--- config.mk ---
export PLATFORM = sky130hd
export DESIGN_NAME = e1_ts16_framer
export DESIGN_NICKNAME = d
export VERILOG_FILES = /design/src/hw/e1_ts16_pkg.sv /design/src/hw/e1_ts16_framer.sv
export SDC_FILE = /design/constraint.sdc
export NUM_CORES = 1
export LEC_CHECK = 0
export ABC_AREA = 1
export BUFFER_PORTS_ARGS = -buffer_cell sky130_fd_sc_hd__buf_4
export CAP_MARGIN = 20
export CORE_MARGIN = 5
export CORE_UTILIZATION = 40
export CTS_BUF_LIST = sky130_fd_sc_hd__clkbuf_16
export DETAILED_ROUTE_END_ITERATION = 8
export GPL_TIMING_DRIVEN = 0
export SYNTH_ARGS = -nofsm -noshare
export SYNTH_HDL_FRONTEND = slang
export SYNTH_SLANG_ARGS = --single-unit
--- constraint.sdc ---
create_clock -name clk -period 2.3 [get_ports clk]
set_input_delay 0.23 -clock clk [delete_from_list [all_inputs] [get_ports clk]]
set_output_delay 0.23 -clock clk [all_outputs]
set_load 0.02 [all_outputs]
--- src/hw/e1_ts16_pkg.sv ---
// Constants and types shared by the timeslot-16 framer block
package e1_ts16_pkg;
  // ----------------------------------------------------------------
  // Register byte addresses
  // ----------------------------------------------------------------
  localparam int AXI_AW = 8;
  localparam logic [7:0] OFS_CONTROL = 8'h00;
  localparam logic [7:0] OFS_TX_EXTRA = 8'h04;
  localparam logic [7:0] OFS_IDLE_0_7 = 8'h08;
  localparam logic [7:0] OFS_IDLE_8_15 = 8'h0C;
  localparam logic [7:0] OFS_IDLE_16_23 = 8'h10;
  localparam logic [7:0] OFS_IDLE_24_31 = 8'h14;
  localparam logic [7:0] OFS_STATUS = 8'h18;
  // ----------------------------------------------------------------
  // Control fields and reset values
  // ----------------------------------------------------------------
  localparam int CTL_CCS = 0;
  localparam int CTL_XREG = 1;
  localparam int CTL_ODD = 2;
  localparam int CTL_HDB3 = 3;
  localparam logic [3:0] CONTROL_RESET = 4'h0;
  localparam logic [7:0] TX_EXTRA_RESET = 8'h00;
  localparam logic [31:0] IDLE_RESET = 32'h0000_0000;
  localparam int TXR_ALARM = 2;
  // ----------------------------------------------------------------
  // Line format, latencies and bus response codes
  // ----------------------------------------------------------------
  localparam logic [7:0] IDLE_CODE = 8'hD5;
  localparam logic [4:0] SLOT_FAS = 5'h00;
  localparam logic [4:0] SLOT_SIG = 5'h10;
  localparam logic [4:0] SLOT_LAST = 5'h1F;
  localparam logic [2:0] BIT_LAST = 3'h7;
  localparam logic [2:0] BIT_NIBBLE = 3'h4;
  localparam logic [3:0] FRAME_LAST = 4'hF;
  localparam int TX_LATENCY = 5;
  localparam int RX_LATENCY = 6;
  localparam logic [1:0] RESP_OKAY = 2'h0;
  localparam logic [1:0] RESP_SLVERR = 2'h2;
  // ----------------------------------------------------------------
  // Synchroniser lanes
  // ----------------------------------------------------------------
  localparam int NSYNC = 8;
  localparam int I_TXCLK = 0;
  localparam int I_TXSER = 1;
  localparam int I_TXEXT = 2;
  localparam int I_TXFS = 3;
  localparam int I_TXMFS = 4;
  localparam int I_RXCLK = 5;
  localparam int I_RXPOS = 6;
  localparam int I_RXNEG = 7;

  typedef struct packed {
    logic [3:0] frame;
    logic [4:0] slot;
    logic [2:0] bitn;
  } pos_t;
endpackage

--- src/hw/e1_ts16_framer.sv ---
// Timeslot-16 insertion, idle forcing and frame timing for an E1 framer
//
// Contract
// CAS, register source: extra bits come from extra register bits 0,1,3.
// CAS, pin source: extra bits sampled on extra-bit pin at their times.
// CCS: timeslot 16 passes serial input untouched, nothing inserted.
// Software writes zero to extra register bits 7..4, ignores on read.
// Set idle bit replaces whole timeslot with 11010101.
// Idle bit k across four registers maps to timeslot k.
// Timeslots 0 and 16 are never idle-forced.
// Multiframe sync rising edge sets multiframe; multiframe output shows it.
// Frame sync rising edge sets frame position; align output shows it.
// Sync inputs held low: free-running alignment, still reported.
// Align output marks even frames, or odd frames when parity set.
// Syncs rise one bit early; multiframe output follows either rise.
// Transmit align output changes only on true frame boundaries.
// Serial input reaches line outputs five line clocks later.
// Rx signaling: frame 0 slot 15, frame 1 slot 17, n: n-1, n+16.
// Rx signaling only in low nibble, A..D in bits 5..8.
// Rx signaling output idle in timeslots 0 and 16.
// Rx data on serial output six clocks later, HDB3 decoded if enabled.
// Rx frame and multiframe syncs rise one bit before boundaries.
// Rx align output changes on true frame boundaries.
// Rx multiframe syncs fall with the rx frame sync fall.
// CAS multiframe may start on any frame; CRC4 on an align frame.
// CAS frame 0 slot 16: 0000, extra bit, alarm, two extra bits.
// Alarm bit of extra register drives bit 6 of slot 16 frame 0.
`timescale 1ns/1ns
module e1_ts16_framer (
  input wire logic clk,
  input wire logic rst_n,
  input wire logic clkEn,
  input wire logic [e1_ts16_pkg::AXI_AW-1:0] awaddr,
  input wire logic awvalid,
  output logic awready,
  input wire logic [31:0] wdata,
  input wire logic [3:0] wstrb,
  input wire logic wvalid,
  output logic wready,
  output logic [1:0] bresp,
  output logic bvalid,
  input wire logic bready,
  input wire logic [e1_ts16_pkg::AXI_AW-1:0] araddr,
  input wire logic arvalid,
  output logic arready,
  output logic [31:0] rdata,
  output logic [1:0] rresp,
  output logic rvalid,
  input wire logic rready,
  input wire logic txLineClock,
  input wire logic txSerialIn,
  input wire logic txExtraBitIn,
  input wire logic txFrameSyncIn,
  input wire logic txMultiframeSyncIn,
  output logic txLinePos,
  output logic txLineNeg,
  output logic txMultiframeOut,
  output logic txAlignFrameOut,
  input wire logic rxLineClock,
  input wire logic rxLinePos,
  input wire logic rxLineNeg,
  output logic rxSerialOut,
  output logic rxChanSignalingOut,
  output logic rxFrameSyncOut,
  output logic rxCasMfSyncOut,
  output logic rxCrcMfSyncOut,
  output logic rxAlignFrameOut
);
  import e1_ts16_pkg::*;

  typedef struct packed {
    logic [NSYNC-1:0] syncA;
    logic [NSYNC-1:0] syncB;
    logic txClkPrev;
    logic rxClkPrev;
    logic txFsPrev;
    logic txMfsPrev;
    pos_t txPos;
    logic [TX_LATENCY-1:0] txPipe;
    logic amiNeg;
    logic txPos1;
    logic txNeg1;
    logic txMf;
    logic txAf;
    pos_t rxPos;
    logic [RX_LATENCY-1:0] rxPipe;
    logic rxLastPos;
    logic rxSer;
    logic rx_chan_signaling_out;
    logic rxFs;
    logic rxCasMf;
    logic rxCrcMf;
    logic rxAf;
    logic [7:0] ts16Cur;
    logic [7:0] ts16Prev;
    logic [3:0] ctrl;
    logic [7:0] transmit_extra_bits;
    logic [31:0] idle;
    logic awHave;
    logic wHave;
    logic [AXI_AW-1:0] awAddr;
    logic [7:0] wByte;
    logic wLane;
    logic awRdy;
    logic wRdy;
    logic bVal;
    logic [1:0] bResp;
    logic arRdy;
    logic rVal;
    logic [1:0] rResp;
    logic [31:0] rData;
  } state_t;

  state_t st;
  state_t next_st;
  logic txEdge;
  logic rxEdge;
  logic fsRise;
  logic mfRise;
  logic txBit;
  logic viol;
  logic rxMark;
  pos_t txNp;
  pos_t rxNp;

  function automatic pos_t incPos(input pos_t p);
    pos_t q;
    q = p;
    q.bitn = p.bitn + 3'h1;
    if (p.bitn == BIT_LAST) begin
      q.slot = p.slot + 5'h01;
      if (p.slot == SLOT_LAST) begin
        q.frame = p.frame + 4'h1;
      end
    end
    return q;
  endfunction

  // ----------------------------------------------------------------
  // Next state
  // ----------------------------------------------------------------
  always_comb begin
    next_st = st;
    next_st.syncA = {rxLineNeg, rxLinePos, rxLineClock, txMultiframeSyncIn,
      txFrameSyncIn, txExtraBitIn, txSerialIn, txLineClock};
    next_st.syncB = st.syncA;
    next_st.txClkPrev = st.syncB[I_TXCLK];
    next_st.rxClkPrev = st.syncB[I_RXCLK];
    txEdge = st.syncB[I_TXCLK] & ~st.txClkPrev;
    rxEdge = st.syncB[I_RXCLK] & ~st.rxClkPrev;
    fsRise = st.syncB[I_TXFS] & ~st.txFsPrev;
    mfRise = st.syncB[I_TXMFS] & ~st.txMfsPrev;
    // With syncs held low the counter simply wraps on its own
    txNp = incPos(st.txPos);
    if (fsRise | mfRise) begin
      // Sync arrives one bit early: this bit closes the frame
      txNp.slot = SLOT_LAST;
      txNp.bitn = BIT_LAST;
    end
    if (mfRise) begin
      txNp.frame = FRAME_LAST;
    end
    txBit = st.syncB[I_TXSER];
    if (txNp.slot == SLOT_SIG) begin
      if (!st.ctrl[CTL_CCS] && txNp.frame == 4'h0) begin
        if (txNp.bitn < BIT_NIBBLE) begin
          txBit = 1'b0;
        end else if (st.ctrl[CTL_XREG] || txNp.bitn == 3'h5) begin
          txBit = st.transmit_extra_bits[3'h7 - txNp.bitn];
        end else begin
          txBit = st.syncB[I_TXEXT];
        end
      end
    end else if (txNp.slot != SLOT_FAS && st.idle[txNp.slot]) begin
      txBit = IDLE_CODE[3'h7 - txNp.bitn];
    end
    if (txEdge) begin
      next_st.txFsPrev = st.syncB[I_TXFS];
      next_st.txMfsPrev = st.syncB[I_TXMFS];
      next_st.txPos = txNp;
      next_st.txPipe = {st.txPipe[TX_LATENCY-2:0], txBit};
      // Alternate mark polarity keeps the line free of DC
      next_st.txPos1 = st.txPipe[TX_LATENCY-1] & ~st.amiNeg;
      next_st.txNeg1 = st.txPipe[TX_LATENCY-1] & st.amiNeg;
      if (st.txPipe[TX_LATENCY-1]) begin
        next_st.amiNeg = ~st.amiNeg;
      end
      next_st.txMf = mfRise | fsRise | (txNp.frame == 4'h0);
      if (txNp.slot == SLOT_FAS && txNp.bitn == 3'h0) begin
        next_st.txAf = txNp.frame[0] == st.ctrl[CTL_ODD];
      end
    end
    // Receive side
    rxMark = st.syncB[I_RXPOS] | st.syncB[I_RXNEG];
    viol = st.ctrl[CTL_HDB3] & rxMark &
      (st.syncB[I_RXPOS] == st.rxLastPos);
    rxNp = incPos(st.rxPos);
    if (rxEdge) begin
      if (rxMark) begin
        next_st.rxLastPos = st.syncB[I_RXPOS];
      end
      next_st.rxPipe = {st.rxPipe[RX_LATENCY-2:0], rxMark & ~viol};
      if (viol) begin
        // Violation also cancels the balancing pulse three bits back
        next_st.rxPipe[3] = 1'b0;
      end
      next_st.rxSer = st.rxPipe[RX_LATENCY-1];
      next_st.rxPos = rxNp;
      if (rxNp.slot == SLOT_SIG) begin
        next_st.ts16Cur = {st.ts16Cur[6:0], st.rxPipe[RX_LATENCY-1]};
      end
      next_st.rx_chan_signaling_out = 1'b0;
      if (rxNp.bitn >= BIT_NIBBLE) begin
        if (rxNp.slot == {1'b1, rxNp.frame} && rxNp.frame != 4'h0) begin
          next_st.rx_chan_signaling_out = st.ts16Cur[3'h7 - rxNp.bitn];
        end else if (rxNp.slot != SLOT_FAS && rxNp.slot < SLOT_SIG &&
            ((rxNp.frame == 4'h0 && rxNp.slot == 5'h0F) ||
            (rxNp.frame > 4'h1 && {1'b0, rxNp.frame} == rxNp.slot + 5'h01)))
            begin
          // Earlier channel sits in the high nibble of the previous slot 16
          next_st.rx_chan_signaling_out = st.ts16Prev[3'h7 - (rxNp.bitn - BIT_NIBBLE)];
        end
      end
      next_st.rxFs = rxNp.slot == SLOT_LAST && rxNp.bitn == BIT_LAST;
      next_st.rxCasMf = next_st.rxFs && rxNp.frame == FRAME_LAST;
      // CRC4 multiframe opens on an align frame, so odd parity shifts it
      next_st.rxCrcMf = next_st.rxFs &&
        rxNp.frame == (st.ctrl[CTL_ODD] ? 4'h0 : FRAME_LAST);
      if (rxNp.slot == SLOT_FAS && rxNp.bitn == 3'h0) begin
        next_st.ts16Prev = st.ts16Cur;
        next_st.rxAf = rxNp.frame[0] == st.ctrl[CTL_ODD];
      end
    end
    // Register bus: write channel
    if (awvalid && st.awRdy) begin
      next_st.awHave = 1'b1;
      next_st.awAddr = awaddr;
    end
    if (wvalid && st.wRdy) begin
      next_st.wHave = 1'b1;
      next_st.wByte = wdata[7:0];
      next_st.wLane = wstrb[0];
    end
    if (st.bVal && bready) begin
      next_st.bVal = 1'b0;
    end
    if (next_st.awHave && next_st.wHave && !st.bVal) begin
      next_st.awHave = 1'b0;
      next_st.wHave = 1'b0;
      next_st.bVal = 1'b1;
      next_st.bResp = RESP_OKAY;
      unique case (next_st.awAddr)
        OFS_CONTROL: if (next_st.wLane) next_st.ctrl = next_st.wByte[3:0];
        OFS_TX_EXTRA: if (next_st.wLane) next_st.transmit_extra_bits = next_st.wByte;
        OFS_IDLE_0_7: if (next_st.wLane) next_st.idle[7:0] = next_st.wByte;
        OFS_IDLE_8_15: if (next_st.wLane) next_st.idle[15:8] = next_st.wByte;
        OFS_IDLE_16_23:
          if (next_st.wLane) next_st.idle[23:16] = next_st.wByte;
        OFS_IDLE_24_31:
          if (next_st.wLane) next_st.idle[31:24] = next_st.wByte;
        OFS_STATUS: next_st.bResp = RESP_OKAY;
        default: next_st.bResp = RESP_SLVERR;
      endcase
    end
    // Register bus: read channel
    if (st.rVal && rready) begin
      next_st.rVal = 1'b0;
    end
    if (arvalid && st.arRdy) begin
      next_st.rVal = 1'b1;
      next_st.rResp = RESP_OKAY;
      unique case (araddr)
        OFS_CONTROL: next_st.rData = {28'h0, st.ctrl};
        OFS_TX_EXTRA: next_st.rData = {24'h0, st.transmit_extra_bits};
        OFS_IDLE_0_7: next_st.rData = {24'h0, st.idle[7:0]};
        OFS_IDLE_8_15: next_st.rData = {24'h0, st.idle[15:8]};
        OFS_IDLE_16_23: next_st.rData = {24'h0, st.idle[23:16]};
        OFS_IDLE_24_31: next_st.rData = {24'h0, st.idle[31:24]};
        OFS_STATUS: next_st.rData = {8'h0, st.rxPos, st.txPos};
        default: begin
          next_st.rData = 32'h0000_0000;
          next_st.rResp = RESP_SLVERR;
        end
      endcase
    end
    next_st.awRdy = !next_st.awHave && !next_st.bVal;
    next_st.wRdy = !next_st.wHave && !next_st.bVal;
    next_st.arRdy = !next_st.rVal;
  end

  always_ff @(posedge clk) begin
    if (!rst_n) begin
      st <= '0;
      st.ctrl <= CONTROL_RESET;
      st.transmit_extra_bits <= TX_EXTRA_RESET;
      st.idle <= IDLE_RESET;
    end else if (clkEn) begin
      st <= next_st;
    end
  end

  assign awready = st.awRdy;
  assign wready = st.wRdy;
  assign bvalid = st.bVal;
  assign bresp = st.bResp;
  assign arready = st.arRdy;
  assign rvalid = st.rVal;
  assign rresp = st.rResp;
  assign rdata = st.rData;
  assign txLinePos = st.txPos1;
  assign txLineNeg = st.txNeg1;
  assign txMultiframeOut = st.txMf;
  assign txAlignFrameOut = st.txAf;
  assign rxSerialOut = st.rxSer;
  assign rxChanSignalingOut = st.rx_chan_signaling_out;
  assign rxFrameSyncOut = st.rxFs;
  assign rxCasMfSyncOut = st.rxCasMf;
  assign rxCrcMfSyncOut = st.rxCrcMf;
  assign rxAlignFrameOut = st.rxAf;
endmodule

# Word-level counts from Yosys, hierarchy flattened
# Memory sizes are Yosys's and may differ from the RTL's.
# Cells that the tools add are included.
[word_totals] regBits=187 latchBits=0 ramBits=0 romBits=8 output_inout_bits=51 elab_cells=208 n_memories=1
[op_classes] add_sub_neg=11 multipliers=0 div=0 magnitude_cmp=8 n_eq_ne=29 shift=0 muxes=37 bitwise=18 reduce_logical=57
[mem_list] memory="(no name shown)" depth=8 width=1 rd=1 rd_ports_with_merged_regs=0 wr=0 line="e1_ts16_framer.sv:175" source="txBit = IDLE_CODE[3'h7 - txNp.bitn];"
[op_table] operator="24-bit one-hot mux with 7 select lines" count=1
[op_table] operator="8-bit by 5-bit == test with 1-bit output, second input constant" count=6
[op_table] operator="35-bit two-way mux" count=1
[op_table] operator="8-bit by 4-bit == test with 1-bit output, second input constant" count=4
[op_table] operator="9-bit two-way mux" count=3
[op_table] operator="5-bit == test, second input constant" count=5
[op_table] operator="4-bit AND reduction" count=6
[op_table] operator="1-bit logical AND" count=21
[op_table] operator="1-bit two-way mux" count=18
[op_table] operator="8-bit by 3-bit == test with 1-bit output, second input constant" count=2
[op_table] operator="8-bit logical NOT" count=2
[op_table] operator="4-bit two-way mux" count=4
[op_table] operator="8-bit two-way mux" count=2
[op_table] operator="5-bit by 1-bit adder with 5-bit output, second input constant" count=3
[op_table] operator="3-bit AND reduction" count=5
[op_table] operator="7-bit OR reduction" count=2
[op_table] operator="3-bit == test, second input constant" count=4
[op_table] operator="3-bit by 4-bit less-than comparator with 1-bit output, second input constant" count=3
[op_table] operator="5-bit logical NOT" count=2
[op_table] operator="5-bit nonzero test" count=2
[op_table] operator="1-bit AND" count=9
[op_table] operator="1-bit binary-select mux with 3-bit select" count=3
[op_table] operator="3-bit subtractor, first input constant" count=3
[op_table] operator="4-bit by 1-bit adder with 4-bit output, second input constant" count=2
[op_table] operator="24 further kinds" count=47

# Logic depth before layout (Yosys ltp)
[depth] word_depth=11 ltp_mapped=20 ltp_nobuf=20

# Worst setup path after synthesis
# No wires, ideal clock.
[synth_timing] path_kind="reg-to-reg" from="register st[133] in the netlist's numbering" to="register st, in the netlist rxChanSignalingOut" setup_time_ns=0.132 arrival_ns=2.218 setup_slack_ns=-0.051 path_stages_with_launch=19 cell_sequence="dfxtp_1 -> ha_1 -> ha_1 -> buf_4 -> o21ai_1 -> ha_1 -> inv_1 -> nor3_1 -> ha_1 -> nand2_1 -> nor2_1 -> nand3_1 -> nor2_1 -> nand2_1 -> nand2_1 -> nand2_1 -> nand2_1 -> nand2_1 -> a21oi_1"
[synth_lines] element="from (decl)" line="e1_ts16_framer.sv:114" source="state_t st;"
[synth_lines] element="from (signal assigned)" line="e1_ts16_framer.sv:298" source="st <= next_st;"

==> metrics.yaml <==
clkLatencyLatePin_ps: 450
hold_violations: 1
crit_path_end_kind: "register"
dpl.hpwl_um: 18000
ys_seq_elements: 177
viasPerCell: 5.14
placed_cell_area_um2: 9720
p_total_uw: 7270
max_freq_ghz: 0.420
fin_nets: 1434
yosys_warnings: 0
grt_max_degree: 17
finalMaxSlewViolations: 0
finalCritPeriodShare: 1.04
vias: 8445
antenna_found_initial: 0
die_y_um: 158
fin_area_um2: 11000
fillCellCount: 2151
hold_depth: 3
holdWs_ps: -1.32
critical_path.max_stage_delay_ps: 350
yosys.area_share.simple: 0.208
syn_inst: 1206
synth_compound_area_frac: 0.214
worst_path_max_delay_cell: "dfxtp_4"
status: "finished, violations left"
yosys.area_share.adder: 0.0244
worst-r2r-cell-count: 19
cts_buffer_depth: 2
required_ps: 2610
fin_skew_ps: 9.45
cts_root_buf: "clkbuf_16"
floorplan.initialDensity: 0.404
cp_cell_sequence: "ha_4 -> ha_4 -> buf_6 -> buf_4 -> o21ai_4 -> ha_2 -> inv_2 -> nor3_4 -> ha_1 -> nand2_1 -> nor2_1 -> nand3_1 -> nor2_1 -> nand2_1 -> nand2_1 -> nand2_1 -> nand2_1 -> nand2_1 -> a21oi_2"
ant_nets: 0
syn-cell-area_um2: 8730
io_buffers: 80
critPathMaxFanout: 5
worstSetupPathType: "register to register"
drive_above_1_share: 0.228
path_clk_slew_ps: 70
synth-edff-count: 0
timing.rr.start: "st[134]"
drt_iter0_drc: 647
cts_num_sinks: 177
grt_use_met1: 0.287
r2r-end: "rxChanSignalingOut"
yosys.area_share.xor_xnor: 0.0129
grt_pass1_wl_um: 39500
dr.pass1.iters: 5
min_path_type: "input port to register"
grt.total_usage: 0.200
crit_family: "adder cells"
globalRoute.totalOverflow: 0
use_met2: 0.297
hp-start: "txFrameSyncIn"
die_area_um2: 24900
first_global_vias: 7615
yosysSeqAreaShare: 0.406
synth.area.mux_share: 0.00574
path_buf_inv: 3
place_congestion: 0.904
synth_flop_cell: "dfxtp_1"
violations: "negative hold slack, negative setup slack"
postSynthAreaPerCell_um2: 7.24
met3_usage: 0.0364
async_flop_share: 0
tightest_slew_ps: 919
ys_types: 54
drc: 0
syn2layout_area_growth_pct: 25.6
dieWidth_um: 158
ioPinCount: 119
postLayoutSetupSlackWorst_ps: -82.5
cp-start-kind: "register"
crit_top_cell: "nand2_1"
finalCriticalPeriod_ps: 2380
slew_headroom: 0.381
p_per_area_nw_per_um2: 663
wl_per_cell_um: 15.6
num_antenna_cells: 0
cts-htree-levels: 4
p_leak_uw: 0.00464
synth_top_family_by_area: "compound AO/OA/AOI/OAI gates"
cp.arrival_ps: 2700
max_cap_violations: 0
setup_viol: 2
num_rows: 54
core_um2: 21600
cts_tree: "yes"
r2r_slack_ps: -80
drt_wl_total_um: 25700
cts_buffers: 17
rsz0062_at_grt: "true"
busiest_layer: "met2"
min_to: "next_st[174]"
vdd_drop_max_uv: 571
registers in the layout, indices dropped and copies added, names as in the netlist:
signal	flops
txLinePos	1
rresp	1
txMultiframeOut	1
txLineNeg	1
rxCrcMfSyncOut	1
st	126
rvalid	1
txAlignFrameOut	1
rdata	24
next_st	10
bresp	1
arready	1
bvalid	1
rxAlignFrameOut	1
rxSerialOut	1
rxFrameSyncOut	1
rxChanSignalingOut	1
rxCasMfSyncOut	1
awready	1
wready	1
cell usage after synthesis (2+ instances only):
master    count  area [µm²]
dfxtp_1     177        3540
nand2_1     170         638
inv_1       149         559
a21oi_1     146         731
o21ai_0     137         686
nor2_1      113         424
nand3_1      73         365
buf_4        39         293
clkbuf_1     37         139
o22ai_1      23         144
ha_1         17         213
nor3_1       10        50.1
a211oi_1      8        60.1
inv_2         7        26.3
buf_2         6        30.0
nand2_2       6        37.5
o211ai_1      6        45.0
o31ai_1       6        45.0
xor2_1        6        52.6
mux2i_1       5        50.1
nor2_4        5        56.3
o21ai_2       5        43.8
xnor2_1       5        43.8
a221oi_1      4        35.0
buf_6         4        45.0
nand3_2       4        40.0
nand4_1       3        18.8
nor2_2        3        18.8
o41ai_1       3        26.3
a311oi_1      2        17.5
clkinv_1      2        7.51
nor3_2        2        20.0
or2_1         2        12.5
worst register-to-register path: stages (launching register included):
cell,delay [ps]
dfxtp_4,350
ha_4,160
ha_4,160
buf_6,120
buf_4,140
o21ai_4,150
ha_2,190
inv_2,50
nor3_4,140
ha_1,250
nand2_1,70
nor2_1,40
nand3_1,70
nor2_1,40
nand2_1,60
nand2_1,50
nand2_1,50
nand2_1,40
nand2_1,70
a21oi_2,50
stage by stage:
step                      setup TNS (ps)  std cells   util  hold slack, ps  setup slack (ps)
after global routing               -2330       1642  0.507            4.90              -299
after detailed placement           -2900       1575  0.449             434              -320
after floorplan                        0       1215      -             365              1.77
after global placement             -2550       1575  0.449             430              -297
after CTS                          -67.7       1619  0.487            1.18             -65.2
final                              -99.6       1642  0.507           -1.32             -82.5
routing by layer:
metal | wire length (µm) | vias to the layer above
met1 | 12100 | 3864
met3 | 1760 | 47
met2 | 11200 | 292
met5 | 0 | -
li1 | - | 4242
met4 | 679 | 0
kinds of logic (layout without fill, tap and decap cells):
family / count (synthesis) / count (layout)
AOI/OAI and AO/OA: 345 / 345
xor gates and xnor gates: 12 / 12
adders and majority gates: 17 / 17
buffers and inverters: 246 / 392
DFF: 177 / 177
muxes: 5 / 5
other: 1 / 10
and+or+nand+nor: 403 / 404
placed cells by master (no fill, tap or decap), drive strengths merged, types with 2 or more instances in the layout:
master,synthesis,routed
clkinv,2,8
o31ai,6,6
dlygate4sd3,0,2
buf,50,161
nand3,78,78
mux2i,5,5
conb,1,10
nand2,177,178
o21ai,143,143
inv,156,159
nand3b,2,2
a211oi,8,8
nand4,5,5
a21oi,146,146
a311oi,2,2
xnor2,5,5
nor2,121,121
clkinvlp,0,3
nor3,13,13
o211ai,6,6
clkbuf,38,56
o22ai,23,23
bufinv,0,3
nor4,2,2
dfxtp,177,177
xor2,7,7
ha,17,17
o41ai,3,3
a221oi,4,4
or2,4,4
final cells by class:
class	instances	area, µm²	share of cell area
Clock inverter	15	184	0.0168
Sequential cell	177	3560	0.325
Buffer	88	537	0.0490
Clock buffer	17	425	0.0388
Multi-Input combinational cell	793	4440	0.405
Tap cell	280	350	0.0320
Inverter	158	596	0.0543
Timing Repair Buffer	114	865	0.0789
power breakdown:
part	leakage (µW)	switching, µW	total (µW)	internal (µW)
logic	0.00291	641	1000	361
clock network	0.000287	1350	3070	1720
registers	0.00144	55.1	3200	3150
worst max path at each step:
stage / from / to / slack (ps) / cells past startpoint
after CTS: st[134] / rxChanSignalingOut / -70 / 19
after detailed placement: st[134] / rxChanSignalingOut / -320 / 18
after global placement: st[134] / rxChanSignalingOut / -300 / 18
final: st[134] / rxChanSignalingOut / -80 / 19
after floorplan: st[133] / rxChanSignalingOut / 2 / 18
after global routing: st[133] / rxChanSignalingOut / -300 / 18
repair_timing:
action | CTS | global route
gates cloned | 2 | 3
buffers inserted | 8 | 20
hold buffers | 2 | 0
setup endpoints to repair | 22 | 23
hold endpoints to repair | 2 | 0
pin swaps | 9 | 31
gates resized for setup | 32 | 82
No activity file was read; power rests on OpenSTA's default activity.
